===== config.mk =====
export PLATFORM = sky130hd
export DESIGN_NAME = radio_spi_slave
export DESIGN_NICKNAME = d
export VERILOG_FILES = /design/src/hw/radio_spi_pkg.sv /design/src/hw/radio_spi_slave.sv
export SDC_FILE = /design/constraint.sdc
export NUM_CORES = 2
export LEC_CHECK = 0
export BUFFER_PORTS_ARGS = -buffer_cell sky130_fd_sc_hd__buf_2
export CORE_MARGIN = 2
export CORE_UTILIZATION = 61
export DETAILED_ROUTE_END_ITERATION = 8
export GPL_TIMING_DRIVEN = 0
export PLACE_DENSITY = 0.77
export SKIP_CTS_REPAIR_TIMING = 1
export SKIP_LAST_GASP = 1
export SYNTH_ARGS = -nofsm -noshare
export SYNTH_HDL_FRONTEND = slang
export SYNTH_SLANG_ARGS = --single-unit
export TNS_END_PERCENT = 30

===== constraint.sdc =====
create_clock -name clk -period 9.3 [get_ports clk]
set_clock_uncertainty 0.2 [all_clocks]
set_input_delay 1.395 -clock clk [delete_from_list [all_inputs] [get_ports clk]]
set_output_delay 1.395 -clock clk [all_outputs]
set_load 0.01 [all_outputs]

===== src/hw/radio_spi_pkg.sv =====
package radio_spi_pkg;

   // ****************************************
   // Sizes of the register space and buffer
   // ****************************************
   localparam int           REG_COUNT     = 64;
   localparam int           BUF_DEPTH     = 128;
   localparam int           MAX_FRAME_LEN = 127;
   localparam int           FIFO_DEPTH    = 2;

   // ****************************************
   // Control register and status source
   // ****************************************
   localparam logic [5:0]   CTRL_ADDR      = 6'h04;
   localparam logic [7:0]   CTRL_RESET     = 8'h22;
   localparam int           STATUS_SRC_LSB = 2;
   localparam int           STATUS_SRC_MSB = 3;
   localparam logic [1:0]   SRC_ZERO       = 2'h0;
   localparam logic [1:0]   SRC_TRX_STATE  = 2'h1;
   localparam logic [1:0]   SRC_RSSI       = 2'h2;
   localparam logic [1:0]   SRC_IRQ        = 2'h3;

   // ****************************************
   // Command byte layout
   // ****************************************
   localparam int           CMD_REG_BIT    = 7;
   localparam int           CMD_WRITE_BIT  = 6;
   localparam logic [2:0]   CMD_FRAME_RD   = 3'h1;
   localparam logic [2:0]   CMD_FRAME_WR   = 3'h3;
   localparam logic [2:0]   CMD_SRAM_RD    = 3'h0;
   localparam logic [2:0]   CMD_SRAM_WR    = 3'h2;
   localparam logic [2:0]   LAST_BIT       = 3'h7;

   // ****************************************
   // Frame read trailer offsets past length, frame write end address
   // ****************************************
   localparam logic [7:0]   OFS_LQI        = 8'h01;
   localparam logic [7:0]   OFS_ED         = 8'h02;
   localparam logic [7:0]   OFS_RX_STATUS  = 8'h03;
   localparam logic [7:0]   FB_ADDR_END    = 8'h80;

   typedef enum logic [2:0] {
      PH_IDLE     = 3'b000,
      PH_CMD      = 3'b001,
      PH_REG_RD   = 3'b010,
      PH_REG_WR   = 3'b011,
      PH_FRAME_RD = 3'b100,
      PH_FRAME_WR = 3'b101,
      PH_SRAM     = 3'b110,
      PH_DONE     = 3'b111
   } phase_t;

   typedef struct packed {
      logic [7:0] lqi;
      logic [7:0] ed;
      logic       crc_valid;
      logic [2:0] trac;
   } rx_meta_t;

   typedef struct packed {
      logic [7:0] trx_state;
      logic [7:0] rssi;
      logic [7:0] irq_status;
   } status_src_t;

   typedef struct packed {
      logic       is_frame;
      logic [6:0] addr;
      logic [7:0] data;
   } wr_req_t;

endpackage


===== src/hw/radio_spi_slave.sv =====
`timescale 1ns/1ps
`default_nettype none

// Overview of operation
// Master opens with command byte, MSB first
// Top bit set: register access, bit6 write
// Top three bits select frame/SRAM mode
// Register space spans 64 byte locations
// Register access is two bytes; read returns data
// Register write stores second MOSI byte
// First MISO byte zero after reset, selectable
// Master ignores don't-care MISO bytes
// Master releases select after register access
// Frame access restarts buffer address at zero
// 128-byte frame buffer holds one frame
// Frame read: length, payload, three trailer bytes
// Receive status: CRC bit7, result bits6..4
// Master sends length byte then payload
// Read 5+len, write 2+len, len<=127
// Each data byte advances buffer address
// Frame read abort harmless, restarts at length
// New receive or write replaces buffer content
// Mode 0: sample rising, shift falling
// Select low starts transfer, enables MISO
// Status source 0 zero,1 state,2 rssi,3 irq
// Frame read ignores MOSI, never writes buffer
module radio_spi_slave
   import radio_spi_pkg::*;
(
   input  wire logic        clk,                     // 200 MHz core clock
   input  wire logic        rst_b,                   // Synchronous reset, active low
   input  wire logic        sclk,                    // Serial clock pin from master
   input  wire logic        sel_b,                   // Chip select pin, active low
   input  wire logic        mosi,                    // Serial data in pin
   output var  logic        miso,                    // Serial data out
   output var  logic        miso_oe,                 // Serial data out driver enable
   input  wire status_src_t status_src,              // Sources for the leading status byte
   input  wire logic        rx_wr_valid,             // Radio writes a received byte
   input  wire logic [6:0]  rx_wr_addr,              // Buffer address of received byte
   input  wire logic [7:0]  rx_wr_data,              // Received byte
   input  wire logic        rx_done,                 // Received frame complete
   input  wire rx_meta_t    rx_meta,                 // Trailer values of received frame
   output var  logic [7:0]  transceiver_control_one, // Control register contents
   output var  logic        spi_overrun              // Write byte lost to full buffer
);
   localparam int                PTR_W    = $clog2(FIFO_DEPTH);
   localparam logic [PTR_W-1:0]  LAST_PTR = PTR_W'(FIFO_DEPTH - 1);
   localparam logic [PTR_W:0]    FULL_CNT = (PTR_W + 1)'(FIFO_DEPTH);

   // ****************************************
   // Pin synchronisers
   // ****************************************
   logic sclk_s1, sclk_s2, sclk_s3;
   logic sel_s1, sel_s2, sel_s3;
   logic mosi_s1, mosi_s2;
   always_ff @(posedge clk) begin
      if (!rst_b) begin
         {sclk_s1, sclk_s2, sclk_s3} <= 3'h0;
         {sel_s1, sel_s2, sel_s3}    <= 3'h7;
         {mosi_s1, mosi_s2}          <= 2'h0;
      end else begin
         {sclk_s1, sclk_s2, sclk_s3} <= {sclk, sclk_s1, sclk_s2};
         {sel_s1, sel_s2, sel_s3}    <= {sel_b, sel_s1, sel_s2};
         {mosi_s1, mosi_s2}          <= {mosi, mosi_s1};
      end
   end
   logic sclk_rise, sclk_fall, sel_start;
   assign sclk_rise = sclk_s2 && !sclk_s3;
   assign sclk_fall = !sclk_s2 && sclk_s3;
   assign sel_start = !sel_s2 && sel_s3;

   // ****************************************
   // Storage
   // ****************************************
   logic [7:0] regs [REG_COUNT];
   logic [7:0] fbuf [BUF_DEPTH];
   rx_meta_t   meta;
   wr_req_t    fifo_mem [FIFO_DEPTH];
   logic [PTR_W-1:0] wptr, rptr;
   logic [PTR_W:0]   fifo_cnt;
   logic [7:0]       rx_shift, next_rx_shift;
   logic [7:0]       fb_addr, next_fb_addr;
   assign transceiver_control_one = regs[CTRL_ADDR];

   // ****************************************
   // Leading status byte and frame read data
   // ****************************************
   logic [7:0] status_now, frame_byte, rx_status_byte, len8, byte_full;
   always_comb begin
      case (transceiver_control_one[STATUS_SRC_MSB:STATUS_SRC_LSB])
         SRC_ZERO:      status_now = 8'h00;
         SRC_TRX_STATE: status_now = status_src.trx_state;
         SRC_RSSI:      status_now = status_src.rssi;
         SRC_IRQ:       status_now = status_src.irq_status;
         default:       status_now = 8'h00;
      endcase
   end
   assign rx_status_byte = {meta.crc_valid, meta.trac, 4'h0};
   assign len8           = {1'b0, fbuf[0][6:0]};
   assign byte_full      = {rx_shift[6:0], mosi_s2};
   always_comb begin
      if (fb_addr <= len8) begin
         frame_byte = fbuf[fb_addr[6:0]];
      end else if (fb_addr == len8 + OFS_LQI) begin
         frame_byte = meta.lqi;
      end else if (fb_addr == len8 + OFS_ED) begin
         frame_byte = meta.ed;
      end else if (fb_addr == len8 + OFS_RX_STATUS) begin
         frame_byte = rx_status_byte;
      end else begin
         frame_byte = 8'h00;
      end
   end

   // ****************************************
   // Serial engine
   // ****************************************
   phase_t     phase, next_phase;
   logic [2:0] bit_cnt, next_bit_cnt;
   logic [5:0] reg_addr, next_reg_addr;
   logic [7:0] tx_shift, next_tx_shift;
   logic [7:0] tx_next, next_tx_next;
   logic       next_miso, next_miso_oe, next_overrun;
   logic       byte_done, push_want, push;
   wr_req_t    push_req;
   logic       fifo_in_ready, fifo_out_valid, drain;
   wr_req_t    head;
   assign byte_done = !sel_s2 && !sel_start && sclk_rise && (bit_cnt == LAST_BIT);
   always_comb begin
      next_phase    = phase;
      next_bit_cnt  = bit_cnt;
      next_rx_shift = rx_shift;
      next_reg_addr = reg_addr;
      next_fb_addr  = fb_addr;
      next_tx_shift = tx_shift;
      next_tx_next  = tx_next;
      next_miso     = miso;
      next_miso_oe  = !sel_s2;
      next_overrun  = spi_overrun;
      push_want     = 1'b0;
      push_req      = '0;
      if (sel_s2) begin
         next_phase   = PH_IDLE;
         next_bit_cnt = 3'h0;
      end else if (sel_start) begin
         next_phase    = PH_CMD;
         next_bit_cnt  = 3'h0;
         next_miso     = status_now[7];
         next_tx_shift = {status_now[6:0], 1'b0};
         next_tx_next  = 8'h00;
         next_overrun  = 1'b0;
      end else begin
         if (sclk_rise) begin
            next_rx_shift = byte_full;
            next_bit_cnt  = bit_cnt + 3'h1;
         end
         if (byte_done) begin
            next_tx_next = 8'h00;
            case (phase)
               PH_CMD: begin
                  if (byte_full[CMD_REG_BIT]) begin
                     next_reg_addr = byte_full[5:0];
                     next_tx_next  = regs[byte_full[5:0]];
                     next_phase    = byte_full[CMD_WRITE_BIT] ? PH_REG_WR : PH_REG_RD;
                  end else begin
                     case (byte_full[7:5])
                        CMD_FRAME_RD: begin
                           next_phase   = PH_FRAME_RD;
                           next_tx_next = fbuf[0];
                           next_fb_addr = 8'h01;
                        end
                        CMD_FRAME_WR: begin
                           next_phase   = PH_FRAME_WR;
                           next_fb_addr = 8'h00;
                        end
                        default: next_phase = PH_SRAM;           // Random access decoded only
                     endcase
                  end
               end
               PH_REG_WR: begin
                  push_want  = 1'b1;
                  push_req   = '{is_frame: 1'b0, addr: {1'b0, reg_addr}, data: byte_full};
                  next_phase = PH_DONE;
               end
               PH_FRAME_RD: begin
                  next_tx_next = frame_byte;
                  if (fb_addr != 8'hFF) begin
                     next_fb_addr = fb_addr + 8'h01;
                  end
               end
               PH_FRAME_WR: begin
                  if (fb_addr < FB_ADDR_END) begin
                     push_want    = 1'b1;
                     push_req     = '{is_frame: 1'b1, addr: fb_addr[6:0], data: byte_full};
                     next_fb_addr = fb_addr + 8'h01;
                  end
               end
               default: ;
            endcase
         end
         if (sclk_fall) begin
            next_miso     = (bit_cnt == 3'h0) ? tx_next[7] : tx_shift[7];
            next_tx_shift = (bit_cnt == 3'h0) ? {tx_next[6:0], 1'b0} : {tx_shift[6:0], 1'b0};
         end
      end
      push         = push_want && fifo_in_ready;
      next_overrun = next_overrun || (push_want && !fifo_in_ready);
   end
   always_ff @(posedge clk) begin
      if (!rst_b) begin
         phase       <= PH_IDLE;
         bit_cnt     <= 3'h0;
         rx_shift    <= 8'h00;
         reg_addr    <= 6'h00;
         fb_addr     <= 8'h00;
         tx_shift    <= 8'h00;
         tx_next     <= 8'h00;
         miso        <= 1'b0;
         miso_oe     <= 1'b0;
         spi_overrun <= 1'b0;
      end else begin
         phase       <= next_phase;
         bit_cnt     <= next_bit_cnt;
         rx_shift    <= next_rx_shift;
         reg_addr    <= next_reg_addr;
         fb_addr     <= next_fb_addr;
         tx_shift    <= next_tx_shift;
         tx_next     <= next_tx_next;
         miso        <= next_miso;
         miso_oe     <= next_miso_oe;
         spi_overrun <= next_overrun;
      end
   end

   // ****************************************
   // Two-entry write buffer
   // ****************************************
   // Radio receive has the buffer port first, so draining stalls while it writes
   logic [PTR_W-1:0] next_wptr, next_rptr;
   logic [PTR_W:0]   next_fifo_cnt;
   assign head           = fifo_mem[rptr];
   assign fifo_in_ready  = (fifo_cnt != FULL_CNT);
   assign fifo_out_valid = (fifo_cnt != '0);
   assign drain          = fifo_out_valid && !rx_wr_valid;
   always_comb begin
      next_wptr     = push ? ((wptr == LAST_PTR) ? '0 : wptr + PTR_W'(1)) : wptr;
      next_rptr     = drain ? ((rptr == LAST_PTR) ? '0 : rptr + PTR_W'(1)) : rptr;
      next_fifo_cnt = fifo_cnt + (PTR_W + 1)'(push) - (PTR_W + 1)'(drain);
   end
   always_ff @(posedge clk) begin
      if (!rst_b) begin
         wptr     <= '0;
         rptr     <= '0;
         fifo_cnt <= '0;
      end else begin
         wptr     <= next_wptr;
         rptr     <= next_rptr;
         fifo_cnt <= next_fifo_cnt;
      end
      if (push) begin
         fifo_mem[wptr] <= push_req;
      end
   end

   // ****************************************
   // Register file, frame buffer, trailer
   // ****************************************
   always_ff @(posedge clk) begin
      if (!rst_b) begin
         for (int i = 0; i < REG_COUNT; i++) begin
            regs[i] <= (i == int'(CTRL_ADDR)) ? CTRL_RESET : 8'h00;
         end
         meta <= '0;
      end else begin
         if (drain && !head.is_frame) begin
            regs[head.addr[5:0]] <= head.data;
         end
         if (rx_done) begin
            meta <= rx_meta;
         end
      end
      if (rx_wr_valid) begin
         fbuf[rx_wr_addr] <= rx_wr_data;
      end else if (drain && head.is_frame) begin
         fbuf[head.addr] <= head.data;
      end
   end

   // ****************************************
   // Checks
   // ****************************************
   logic [5:0] last_head_addr;
   logic [7:0] stored_now;
   always_ff @(posedge clk) begin
      last_head_addr <= head.addr[5:0];
   end
   assign stored_now = regs[last_head_addr];
endmodule

`default_nettype wire


==> metrics.csv <==
metric;value;unit
syn2layout_area_growth;11.8;%
antenna_found_initial;8;
fill_cells;6846;
end_kind;register;
cp_num_buf_inv;3;
grt_max_degree;45;
netlist_top_cells_area;edfxtp_1, mux4_2, nor2_1, mux2i_1, dfxtp_1;
clkTransAtPathRegs;0.06;ns
switching_share;23.1;%
status;complete, but fails checks;
floorplan.initialDensity;61.5;%
clock.fmax;0.172;GHz
place_congestion;1.00;
period_minus_slack;5.80;ns
cts.root.buffer_cell;clkbuf_16;
tightestPinTransition;1.65;ns
critical_path.max_stage_delay;1.28;ns
slowest_stage;clkbuf_1;
yosysUniqueCellTypes;67;
path_max_fanout;10;
htreeDepth;4;
ir_drop;0.197;mV
syn_inst;4034;
ant_nets;0;
arrival;6.20;ns
overflow;0;
rsz0062_at_grt;false;
vias_per_cell;7.11;
wl_met3;36900;microns
power.density;213;nW/um^2
io_buffer_count;74;
syn_avg_cell_area;16.9;sq um
crit_type;register to register;
insertion_delay;0.79;ns
worstPathRequired;9.70;ns
violations;capacitance limit, slew limit;
vias;42100;
grt_pass1_wl;291000;microns
seq_area;48800;sq um
maxSlewViolCount;57;
final-hold-violation-count;0;
seq_area_frac_synth;71.7;%
numCtsBuffers;159;
drive_above_1_share;19.1;%
combPwrFrac;6.9;%
wl_met1;70400;microns
die_area;114000;sq um
rows;122;
finalNetCount;4380;
ys_async_sr_fraction;0;%
io_pins;77;
total_power;0.0162;W
drt_wl_total;210000;microns
pwr-share-seq;53.5;%
p_sw;0.00374;W
crit_family;buffers and inverters;
synth-seq-cells;1653;
core;111000;sq um
synthTopCellsByCount;edfxtp_1, nor2_1, mux4_2, nand2_1, mux2i_1;
cts_max_path_buffers;3;
drv_cap;7;
synth.largest_area_cell;edfxtp_1;
netlist_area;68100;sq um
p_int;0.0124;W
dieHeight;338;microns
fin_setup_tns;0;ns
synth_flop_cell;edfxtp_1;
hp-class;register to register;
dr.max_layer_used;met5;
clkSinkCount;1653;
grt_usage;37.0;%
grt_pass1_vias;40300;
yosys_warnings;0;
tritoncts;yes;
synth-edff-count;1568;
slew_headroom;-10.0;%
fin_crit_sh;62.4;%
synth_top_area_share;69.2;%
drt_pass1_iterations;9;
fp.dieW;338;microns
p_leak;25.3;nW
yosysMostFrequentCell;edfxtp_1;
clock_power_share;39.6;%
wire_per_inst;35.5;microns
met2_length;90900;microns
drc_errors;0;
setup-violations-final;0;
drt_iter0_markers;7646;
crit_path_start_kind;register;
dpl.hpwl;138000;microns
synth_fp_nets;4117;
multi_input_area;18100;sq um
crit_chain;buf_2 -> buf_1 -> clkbuf_1 -> mux4_2 -> nor2_1 -> nor2_1 -> o21ai_0 -> a31oi_1 -> a221oi_1 -> o21ai_0;
-- power by group through the flow --
stage | logic, W | registers [W] | clock network [W]
after CTS | 0.00106 | 0.00865 | 0.00635
after global routing | 0.00114 | 0.00866 | 0.00661
after global placement | 0.000879 | 0.00894 | 0
after detailed placement | 0.00106 | 0.00880 | 0
after floorplan | 0.000508 | 0.00884 | 0
final | 0.00112 | 0.00865 | 0.00641
-- metrics by stage --
stage | cells | hold WS (ns) | util (%) | cell area, sq um | worst slack [ns]
2_1_floorplan | 4034 | 0.186 | - | 68100 | 2.20
4_1_cts | 5917 | 0.220 | 68.7 | 76000 | 3.91
3_3_place_gp | 5596 | 0.192 | 63.5 | 70300 | -2.20
5_1_grt | 5919 | 0.223 | 68.7 | 76100 | 3.90
6_report | 5927 | 0.221 | 68.7 | 76100 | 3.50
3_5_place_dp | 5622 | 0.203 | 64.1 | 71000 | 3.61
-- logic make-up (layout without fill, tap and decap cells) --
family	Yosys count	after routing	synth area share, %
adder cells (fa/ha/maj)	17	17	0.313
other	0	8	0
XOR/XNOR	22	22	0.283
multiplexers	596	596	15.9
buffers and inverters	276	673	1.87
AO/OA/AOI/OAI	276	276	2.80
AND/OR/NAND/NOR	1194	1194	7.18
flip-flops	1653	1653	71.7
-- final cells by class --
class | count | share of cell area [%]
multi-input combinational | 2105 | 23.8
buffer | 247 | 1.54
timing repair buffer | 102 | 1.25
clock inverter | 92 | 1.07
inverter | 29 | 0.143
sequential | 1653 | 64.1
clock buffer | 203 | 5.60
tap | 1488 | 2.45
antenna | 8 | 0.0263
-- flip-flops by register name (all words and copies together), names as in the netlist, 2 cells and up, named ones only --
register	cells
reg_addr	6
rx_shift	7
bit_cnt	3
fifo_mem	32
fbuf	1024
fifo_cnt	2
phase	3
regs	512
fb_addr	8
tx_next	8
tx_shift	7
meta	20
-- final timing paths --
check,start,to,slack [ns],depth (start not counted)
setup / recovery,register,tx_next[0],3.50,10
hold / removal,sel_s1,sel_s2,0.22,1
setup reg to reg,register,tx_next[0],3.50,10
hold reg to reg,sel_s1,sel_s2,0.22,1
-- worst reg2reg max path: stages, from the launching register on --
cell and delay (ns):
dfxtp_1 0.35, buf_2 0.48, buf_1 1.05, clkbuf_1 1.28
mux4_2 0.44, nor2_1 0.17, nor2_1 0.05, o21ai_0 0.27
a31oi_1 0.38, a221oi_1 0.64, o21ai_0 0.31
-- layer usage --
metal / track usage [%] / up-vias
met4: 17.9 / 10
met2: 53.1 / 4129
met3: 16.3 / 777
met5: 0 / -
met1: 48.9 / 21000
li1: - / 16200
-- layout by cell type, fill, tap and decap left out, drive strengths merged, types with 14 or more instances in the layout --
| cell type | netlist | routed |
|---|---|---|
| inv | 29 | 37 |
| a21oi | 53 | 53 |
| a31oi | 23 | 23 |
| nor2 | 783 | 783 |
| clkbuf | 129 | 334 |
| nand2b | 16 | 16 |
| a22oi | 59 | 59 |
| and2 | 25 | 25 |
| edfxtp | 1568 | 1568 |
| mux4 | 385 | 385 |
| mux2i | 197 | 197 |
| o21ai | 31 | 31 |
| a211oi | 16 | 16 |
| nor2b | 22 | 22 |
| nor3 | 14 | 14 |
| a221oi | 16 | 16 |
| nand2 | 227 | 227 |
| clkinv | 0 | 71 |
| buf | 118 | 218 |
| nand3 | 55 | 55 |
| mux2 | 14 | 14 |
| dfxtp | 85 | 85 |
| ha | 17 | 17 |
Power figures use the tool's default switching activity.
